===== src/hdl/sdc_params.svh =====
// Constants for the SPI-DAC configuration register bank.
// Assumes inclusion by the package and the design and checker files.
//
// Behaviour
// The coil A command word, bits 15:0 of the command register, is sent just before each coil A current value.
// The coil B command word, bits 31:16 of the command register, is sent before each coil B current value.
// With SPI-DAC mode off, the low 24 bits of the command register act as the output switch velocity.
// The offset is the top byte of the offset register and is unsigned for absolute sine and cosine values.
// For mapped DAC values the offset byte is taken as signed.
// A read of the offset register address returns the sine and cosine start values in the low 24 bits.
// The coil A value following its command word is the 9-bit scaled sine current sent to the driver; the code sends its 10-bit sum with the offset.
// Each update frame is the command word then the current value within one chip-select assertion.
`ifndef SDC_PARAMS_SVH
`define SDC_PARAMS_SVH

// ------------------------------------------------------------
// Register addresses
// ------------------------------------------------------------
`define SDC_ADDR_CMD 7'h1d
`define SDC_ADDR_OFS 7'h7e
`define SDC_ADDR_VER 7'h7f

// ------------------------------------------------------------
// Reset values and identity
// ------------------------------------------------------------
`define SDC_CMD_RST 32'h0000_0000
`define SDC_OFS_RST 8'h00
// Arbitrary neutral version code
`define SDC_VERSION 16'h00a5

// ------------------------------------------------------------
// Field positions and widths
// ------------------------------------------------------------
`define SDC_CMD_A_LSB 0
`define SDC_CMD_B_LSB 16
`define SDC_SW_VEL_W 24
`define SDC_OFS_LSB 24
`define SDC_COS_LSB 16
`define SDC_CUR_W 9
`define SDC_FRAME_BITS 32
`define SDC_SCK_DIV 8'h01

`endif


===== src/hdl/sdc_pkg.sv =====
// Types for the SPI-DAC configuration register bank.
// Assumes sdc_params.svh is on the include path.
`include "sdc_params.svh"
package sdc_pkg;
    // Register bus request, one access per cycle
    typedef struct packed {
        logic wr;
        logic rd;
        logic [6:0] addr;
        logic [31:0] wdata;
    } sdc_req_s;

    // Current values from the sequencer
    typedef struct packed {
        logic [8:0] cur_a;
        logic [8:0] cur_b;
        logic [7:0] sine_start_value;
        logic [7:0] start_cos;
    } sdc_cur_s;

    typedef enum logic [1:0] {SDC_IDLE, SDC_SHIFT, SDC_GAP} sdc_state_e;

    // Serial shifter state
    typedef struct packed {
        sdc_state_e st;
        logic [31:0] shreg;
        logic [5:0] bitcnt;
        logic [7:0] div;
        logic sck;
        logic cs_n;
        logic busy;
    } sdc_shift_s;
endpackage


===== src/hdl/sdc_regs.sv =====
// SPI-DAC configuration register bank with its DAC frame sequencer.
// Assumes a single-cycle register port on sys_clk_i and current values on the same clock.
`timescale 1ns/10ps
`include "sdc_params.svh"
module sdc_regs
    import sdc_pkg::*;
(
    input wire logic sys_clk_i, // System clock, 25 MHz
    input wire logic resetn_i, // Async reset, active low
    input wire sdc_req_s req_i, // Register access
    output logic [31:0] rdata_o, // Read data, one cycle later
    input wire logic dac_mode_i, // SPI-DAC mode enable
    input wire logic mapped_i, // Mapped DAC values
    input wire sdc_cur_s cur_i, // Scaled currents, start values
    input wire logic update_i, // New current values pulse
    output logic [23:0] switch_vel_o, // Output switch velocity
    output logic [9:0] ofs_a_o, // Coil A value with offset
    output logic sck_o, // DAC serial clock
    output logic cs_n_o, // DAC select, active low
    output logic mosi_o // DAC serial data
);
    typedef struct packed {
        logic [31:0] cmd;
        logic [7:0] ofs;
        logic [31:0] rdata;
        logic [23:0] swvel;
        logic [9:0] ofs_a;
        logic [8:0] cur_b;
        logic pend_a;
        logic pend_b;
        logic start;
        logic [31:0] frame;
    } sdc_regs_s;

    sdc_regs_s q, next_q;
    logic busy;
    logic sck_w;
    logic cs_w;
    logic mosi_w;

    // Offset apply: signed for mapped values, unsigned for absolute
    function automatic logic [9:0] add_ofs(input logic [8:0] cur, input logic [7:0] ofs,
                                            input logic mapped);
        logic [9:0] ext;
        ext = mapped ? {{2{ofs[7]}}, ofs} : {2'b00, ofs};
        add_ofs = {1'b0, cur} + ext;
    endfunction

    // Build one frame: command word then value
    function automatic logic [31:0] mk_frame(input logic [15:0] cmd, input logic [8:0] cur,
                                              input logic [7:0] ofs, input logic mapped);
        mk_frame = {cmd, 6'h00, add_ofs(cur, ofs, mapped)};
    endfunction

    // ------------------------------------------------------------
    // Register access and frame sequencing
    // ------------------------------------------------------------
    always_comb
    begin
        next_q = q;
        next_q.start = 1'b0;
        if (req_i.wr)
        begin
            if (req_i.addr == `SDC_ADDR_CMD)
            begin
                next_q.cmd = req_i.wdata;
            end
            // offset from top byte
            if (req_i.addr == `SDC_ADDR_OFS)
            begin
                next_q.ofs = req_i.wdata[`SDC_OFS_LSB +: 8];
            end
        end
        // Reads return the register view; unmapped reads give zero
        next_q.rdata = 32'h0000_0000;
        if (req_i.rd)
        begin
            unique case (req_i.addr)
                `SDC_ADDR_CMD: next_q.rdata = q.cmd;
                // start values read back
                `SDC_ADDR_OFS: next_q.rdata = {8'h00, cur_i.start_cos, 8'h00, cur_i.sine_start_value};
                `SDC_ADDR_VER: next_q.rdata = {16'h0000, `SDC_VERSION};
                default: next_q.rdata = 32'h0000_0000;
            endcase
        end
        // velocity view when mode off
        next_q.swvel = dac_mode_i ? 24'h00_0000 : q.cmd[`SDC_SW_VEL_W-1:0];
        // signed offset when mapped
        next_q.ofs_a = add_ofs(cur_i.cur_a, q.ofs, mapped_i);
        // Latch coil B and flag a new pair; a late update overwrites pending values
        if (update_i && dac_mode_i)
        begin
            next_q.pend_a = 1'b1;
            next_q.pend_b = 1'b1;
            next_q.cur_b = cur_i.cur_b;
        end
        if (!busy && !q.start && dac_mode_i)
        begin
            if (q.pend_a)
            begin
                // command A then scaled sine plus offset
                next_q.frame = mk_frame(q.cmd[`SDC_CMD_A_LSB +: 16], cur_i.cur_a, q.ofs,
                                        mapped_i);
                next_q.pend_a = update_i;
                next_q.start = 1'b1;
            end
            else if (q.pend_b)
            begin
                // command B then coil B
                next_q.frame = mk_frame(q.cmd[`SDC_CMD_B_LSB +: 16], q.cur_b, q.ofs,
                                        mapped_i);
                next_q.pend_b = update_i;
                next_q.start = 1'b1;
            end
        end
    end

    // Register the state
    always_ff @(posedge sys_clk_i or negedge resetn_i)
    begin
        if (!resetn_i)
        begin
            q <= '{cmd: `SDC_CMD_RST, ofs: `SDC_OFS_RST, rdata: 32'h0000_0000,
                   swvel: 24'h00_0000, ofs_a: 10'h000, cur_b: 9'h000, pend_a: 1'b0,
                   pend_b: 1'b0, start: 1'b0, frame: 32'h0000_0000};
        end
        else
        begin
            q <= next_q;
        end
    end

    // serial frame engine
    sdc_shifter u_shift (
        .sys_clk_i(sys_clk_i),
        .resetn_i(resetn_i),
        .start_i(q.start),
        .frame_i(q.frame),
        .busy_o(busy),
        .sck_o(sck_w),
        .cs_n_o(cs_w),
        .mosi_o(mosi_w)
    );

    assign rdata_o = q.rdata;
    assign switch_vel_o = q.swvel;
    assign ofs_a_o = q.ofs_a;
    assign sck_o = sck_w;
    assign cs_n_o = cs_w;
    assign mosi_o = mosi_w;
endmodule


===== src/hdl/sdc_shifter.sv =====
// Serial shifter for one DAC frame: 32 bits, MSB first, in one chip select.
// Assumes a frame start pulse only while busy is low.
`timescale 1ns/10ps
`include "sdc_params.svh"
module sdc_shifter
    import sdc_pkg::*;
(
    input wire logic sys_clk_i, // System clock
    input wire logic resetn_i, // Async reset, active low
    input wire logic start_i, // Frame start pulse
    input wire logic [31:0] frame_i, // Command then value
    output logic busy_o, // Frame in progress
    output logic sck_o, // Serial clock
    output logic cs_n_o, // Chip select, active low
    output logic mosi_o // Serial data
);
    sdc_shift_s q, next_q;

    // ------------------------------------------------------------
    // Shift sequencing
    // ------------------------------------------------------------
    // Data changes on falling sck, the converter samples on rising
    always_comb
    begin
        next_q = q;
        unique case (q.st)
            SDC_IDLE:
            begin
                // frame under one select
                if (start_i)
                begin
                    next_q.shreg = frame_i;
                    next_q.bitcnt = 6'(`SDC_FRAME_BITS);
                    next_q.cs_n = 1'b0;
                    next_q.busy = 1'b1;
                    next_q.div = 8'h00;
                    next_q.st = SDC_SHIFT;
                end
            end
            SDC_SHIFT:
            begin
                if (q.div == `SDC_SCK_DIV)
                begin
                    next_q.div = 8'h00;
                    next_q.sck = ~q.sck;
                    if (q.sck)
                    begin
                        next_q.shreg = {q.shreg[30:0], 1'b0};
                        next_q.bitcnt = q.bitcnt - 6'h01;
                        if (q.bitcnt == 6'h01)
                        begin
                            next_q.st = SDC_GAP;
                        end
                    end
                end
                else
                begin
                    next_q.div = q.div + 8'h01;
                end
            end
            SDC_GAP:
            begin
                // Release select only after last bit held one half period
                next_q.cs_n = 1'b1;
                next_q.busy = 1'b0;
                next_q.st = SDC_IDLE;
            end
        endcase
    end

    // Register the state
    always_ff @(posedge sys_clk_i or negedge resetn_i)
    begin
        if (!resetn_i)
        begin
            q <= '{st: SDC_IDLE, shreg: 32'h0000_0000, bitcnt: 6'h00, div: 8'h00,
                   sck: 1'b0, cs_n: 1'b1, busy: 1'b0};
        end
        else
        begin
            q <= next_q;
        end
    end

    assign busy_o = q.busy;
    assign sck_o = q.sck;
    assign cs_n_o = q.cs_n;
    assign mosi_o = q.shreg[31];
endmodule


===== config.mk =====
export PLATFORM = sky130hd
export DESIGN_NAME = sdc_regs
export DESIGN_NICKNAME = d
export VERILOG_FILES = /design/src/hdl/sdc_pkg.sv /design/src/hdl/sdc_regs.sv /design/src/hdl/sdc_shifter.sv
export VERILOG_INCLUDE_DIRS = /design/src /design/src/hdl
export SDC_FILE = /design/constraint.sdc
export NUM_CORES = 1
export LEC_CHECK = 0
export ABC_AREA = 1
export BUFFER_PORTS_ARGS = -buffer_cell sky130_fd_sc_hd__buf_2
export CORE_UTILIZATION = 60
export DETAILED_ROUTE_END_ITERATION = 6
export GPL_TIMING_DRIVEN = 0
export PLACE_DENSITY = 0.84
export SYNTH_ARGS = -nofsm -noshare
export SYNTH_HDL_FRONTEND = slang
export SYNTH_HIERARCHICAL = 1
export SYNTH_SLANG_ARGS = --single-unit

===== constraint.sdc =====
create_clock -name sys_clk_i -period 2.68 [get_ports sys_clk_i]
set_input_delay 0.67 -clock sys_clk_i [delete_from_list [all_inputs] [get_ports sys_clk_i]]
set_output_delay 0.67 -clock sys_clk_i [all_outputs]
set_load 0.02 [all_outputs]

=== Word-level counts from Yosys, hierarchy flattened ===
Cells that the tools add are included.

* Bits of input ports: 80
* Output and inout port bits: 69
* Register bits: 201

* Reductions and logical operators: 17
* Add/sub/neg operators: 4
* Equality and inequality tests: 11
* Multiplexer cells: 19
* Bitwise operators: 1

{| class="wikitable"
|+ Operators by type and width
! cell !! number
|-
| $pmux 32 s3 || 1
|-
| $pmux 46 s2 || 1
|-
| $mux 40 || 2
|-
| $mux 48 || 1
|-
| $mux 35 || 1
|-
| $mux 34 || 1
|-
| $mux 33 || 1
|-
| $mux 32 || 1
|-
| $mux 24 || 1
|-
| $add 9x10->10 || 2
|-
| $eq 7x7->1 const B || 2
|-
| $reduce_and 2->1 || 6
|-
| $mux 10 || 1
|-
| $add 8x1->8 const B || 1
|-
| $eq 8x1->1 const B || 1
|-
| $mux 8 || 1
|-
| $reduce_and 4->1 || 2
|-
| $eq 7x5->1 const B || 1
|-
| $eq 6x1->1 const B || 1
|-
| $mux 2 || 3
|-
| $ne 2x1->1 const B || 3
|-
| $pmux 2 s3 || 1
|-
| $reduce_bool 2->1 || 3
|-
| $sub 6x1->6 const B || 1
|-
| other kinds (9) || 13
|}

=== Depth between registers and ports, before layout ===
* Depth after elaboration: 5
* Mapped depth: 13

=== Cells and area by module ===
The synthesis kept the hierarchy.

{| class="wikitable"
|+ Modules (own cells, without submodules)
! module !! sequential area each (µm²) !! times used !! cells each !! area each (µm²)
|-
| sdc_regs || 3603.5 || 1 || 738 || 6825.3
|-
| sdc_shifter || 1277.5 || 1 || 396 || 2777.7
|}

=== Worst setup path before layout ===
No wires, ideal clock.

* Kind: input port to flip-flop
* From: input cur_i[25] (netlist bit)
* To: register q[6] (netlist bit)
* Stages on the path: 13
* Data arrival time: 1880 ps
* Library setup time: 117 ps
* Slack: 684 ps
* Required time: 2563 ps
* Path through: ha_1 inv_1 fa_1 inv_1 nand3_1 nand2_1 nand3_1 nand2_1 nand2_1 nand3_1 nand2_1 nand2_1 nand2_1

* Cells in the longest elaborated chain, start to end: 2

{| class="wikitable"
|+ RTL lines
! what !! line !! source
|-
| start: declaration || sdc_regs.sv:14 || <nowiki>input wire sdc_cur_s cur_i,</nowiki>
|-
| $add 9x10->10 || sdc_regs.sv:46 || <nowiki>add_ofs = {1'b0, cur} + ext;</nowiki>
|-
| $mux 33 || sdc_regs.sv:99 || <nowiki>if (q.pend_a)</nowiki>
|-
| end signal: assignment || sdc_regs.sv:123 || <nowiki>q <= '{cmd: `SDC_CMD_RST, ofs: `SDC_OFS_RST, rdata: 32'h0000_0000,</nowiki>
|-
| end signal: assignment || sdc_regs.sv:129 || <nowiki>q <= next_q;</nowiki>
|-
| end: declaration || sdc_regs.sv:35 || <nowiki>sdc_regs_s q, next_q;</nowiki>
|}

No other way between the ends.
A chain may end at the register's enable or synchronous reset.

=== Worst setup path after layout ===
* From: register q[110] (netlist bit)
* To: register q[4] (netlist bit)

* Cells in the longest elaborated chain, start to end: 4
* Elaborated cells on any way between the ends: 5

{| class="wikitable"
|+ RTL lines
! what !! line !! source
|-
| $mux 10 * || sdc_regs.sv:45 || <nowiki>ext = mapped ? {{2{ofs[7]}}, ofs} : {2'b00, ofs};</nowiki>
|-
| $add 9x10->10 || sdc_regs.sv:46 ||
|-
| $mux 34 || sdc_regs.sv:107 || <nowiki>else if (q.pend_b)</nowiki>
|-
| $mux 33 * || sdc_regs.sv:99 ||
|}

Every way passes the cells marked *; elsewhere a longest branch is shown, timed or not. The select of a mux whose other input is x is not followed.

==> metrics.cfg <==
[outcome]
status=finished, final reports clean

[routing]
ant_nets=0
viasPerCell=5.265
vias=8061
drc=0
drt-initial-drc-count=765
drt_pass1_iterations=5
wirelength_mm=23.42
post_drt_wl_per_cell_um=15.30

[global_routing]
grt_remaining_overflow=0
grt_pass1_vias=7943
antenna_found_initial=1
grt_usage_pct=30.24
grt_max_degree=106
grt_first_pass_wirelength_mm=38.06

[place]
dp_slack_ns=0.3892
post_dp_cell_area_sq_um=10650
gp_congestion=0.9284
port_buffers=146
hpwl_mm=16.61

[power]
vdd_drop_max_uv=599.7
p_per_area_nw_per_um2=876.1
p_total_w=0.009859
p_leak_nw=6.176

[cts]
cts_resized=0
cts.clk_slew.worst_paths_ns=0.07
clockBufferDepth=2
cts_root_buffer=clkbuf_16
numCtsBuffers=17
cts_tree=done
clkSinkCount=195
htree_levels=4
clock_latency_ns=0.44
postCtsSetupRepairBufs=0
cts_hold_buffers=0

[sta]
skew_ns=0.009289
fin_ws_ns=0.5271
post-route-period-util_pct=80.33
maxSlewViolCount=0
max_slew_margin_pct=54.44
fin_crit_ns=2.153
timing.fmax_mhz=464.5
finalSetupViolations=0
rsz0062_at_grt=no
whs_ns=0.2338
hold_violations=0
worst_pin_slew_ns=0.6834

[layout]
fin_nets=1412
final_util_pct=72.94
layout.cells.most_common=nand2_1
drive_above_1_share_pct=22.55
syn_to_final_growth_pct=17.19
layout_common_cells=nand2_1 (359), dfrtp_1 (194), buf_2 (157), nor2_1 (90), inv_1 (84)
final_cell_area_sq_um=11250

[logic_synthesis]
synthDistinctLibCells=40
yosysTopAreaCell=dfrtp_1
syn_area_sq_um=9603
ys_ff_latch=195
yosysTopAreaCellShare_pct=50.55
synth_warnings=6
ys_seq_area_share_pct=50.83
synthCells=1134
synthTopCellsByArea=dfrtp_1 (51%), nand2_1 (14%), buf_4 (5.3%), nand3_1 (4.0%), nor2_1 (3.5%)
postSynthAreaPerCell_sq_um=8.468

[setup_path]
crit_required_ns=3.01
path_class=flop to flop
arrival_ns=2.49
reg2reg_from=q[110]
ff2ff_setup_slack_ns=0.53
worstSetupEndpoint=q[4]
setup.worst_path.start=q[110]
endpoint_kind=flop
reg2reg_depth=7
worstPathMaxFanout=4
critPathLaunchType=flop
reg2reg_to=q[4]

[floorplanning]
row_count=45
start_util_pct=62.25
ios=149
die_h_um=128.5
die_w_um=128.5
core_sq_um=15430
die-area_sq_um=16510

[min_path]
min_path_type=input port to async pin

[job]
drv_cap=0

[cells in the mapped netlist, drive strengths merged]
| library cell | number |
|---|---|
| conb | 1 |
| dfstp | 1 |
| nand4 | 8 |
| and2 | 5 |
| clkbuf | 17 |
| nor3 | 13 |
| inv | 87 |
| nand2 | 362 |
| o21bai | 1 |
| a21oi | 60 |
| nor3b | 2 |
| nor2 | 90 |
| ha | 25 |
| xor2 | 5 |
| o21a | 4 |
| o31ai | 2 |
| o22ai | 1 |
| or2 | 1 |
| o21ai | 45 |
| nand3b | 5 |
| a21o | 1 |
| fa | 2 |
| xnor2 | 1 |
| a22oi | 18 |
| nand3 | 77 |
| dfrtp | 194 |
| mux2 | 9 |
| buf | 96 |
| a2bb2oi | 1 |
[logic make-up after synthesis]
family | share of synthesized area [%]
AOI/OAI and AO/OA | 8.052
xor gates and xnor gates | 0.5472
adders and majority gates | 3.674
buffers and inverters | 11.47
DFF | 50.83
muxes | 1.055
other | 0.03905
and+or+nand+nor | 24.34
[through the flow]
step	TNS [ns]	instances
finish	0	1531
global route	0	1528
CTS	0	1528
detailed placement	0	1497
global placement	-418.17	1496
floorplan	0	1139
[flip-flops by register name, summed over array words and instances, names as in the netlist]
name and flops:
u_shift/q 47, u_shift/mosi_o 1, ofs_a_o 10, rdata_o 32
u_shift/busy_o 1, u_shift/sck_o 1, switch_vel_o 24, u_shift/cs_n_o 1
q 78
[cell type report]
class | count | area (sq um)
Sequential cell | 195 | 4881
Fill cell | 1203 | 4174
Multi-Input combinational cell | 744 | 3640
Buffer | 113 | 769.5
Timing Repair Buffer | 147 | 768.2
Clock buffer | 19 | 452.9
Inverter | 87 | 331.6
Tap cell | 211 | 264.0
Clock inverter | 12 | 138.9
Antenna cell | 3 | 7.507
[how the worst min path moves through the flow]
stage / to / slack [ns] / cells past startpoint
finish: q[37] / 0.23 / 1
global route: q[37] / 0.29 / 1
CTS: q[37] / 0.26 / 1
detailed placement: u_shift/q[20] / 0.46 / 2
global placement: u_shift/q[47] / 0.45 / 2
floorplan: ofs_a_o[0] / 0.37 / 0
[per-layer routing]
| metal | global-route usage [%] | vias to the layer above | part of all wire [%] |
|---|---|---|---|
| met2 | 49.19 | 298 | 49 |
| li1 | - | 3897 | - |
| met4 | 10.73 | 0 | 2.5 |
| met5 | 0 | - | 0 |
| met3 | 7.235 | 53 | 6.8 |
| met1 | 39.79 | 3813 | 42 |
[worst max-delay path: stages (launching register included)]
cell	delay, ns
dfrtp_1	0.44
ha_1	0.27
fa_1	0.44
nand3_1	0.11
nand3_1	0.10
o21ai_0	0.38
nand3_1	0.16
o21a_1	0.13
[report_power, final]
part / total, W / internal [W] / switching, W
Sequential: 0.00401 / 0.00359 / 0.000411
Clock: 0.00256 / 0.00136 / 0.00119
Combinational: 0.00330 / 0.00116 / 0.00214
Total: 0.00986 / 0.00612 / 0.00374
Power figures use the tool's default switching activity.
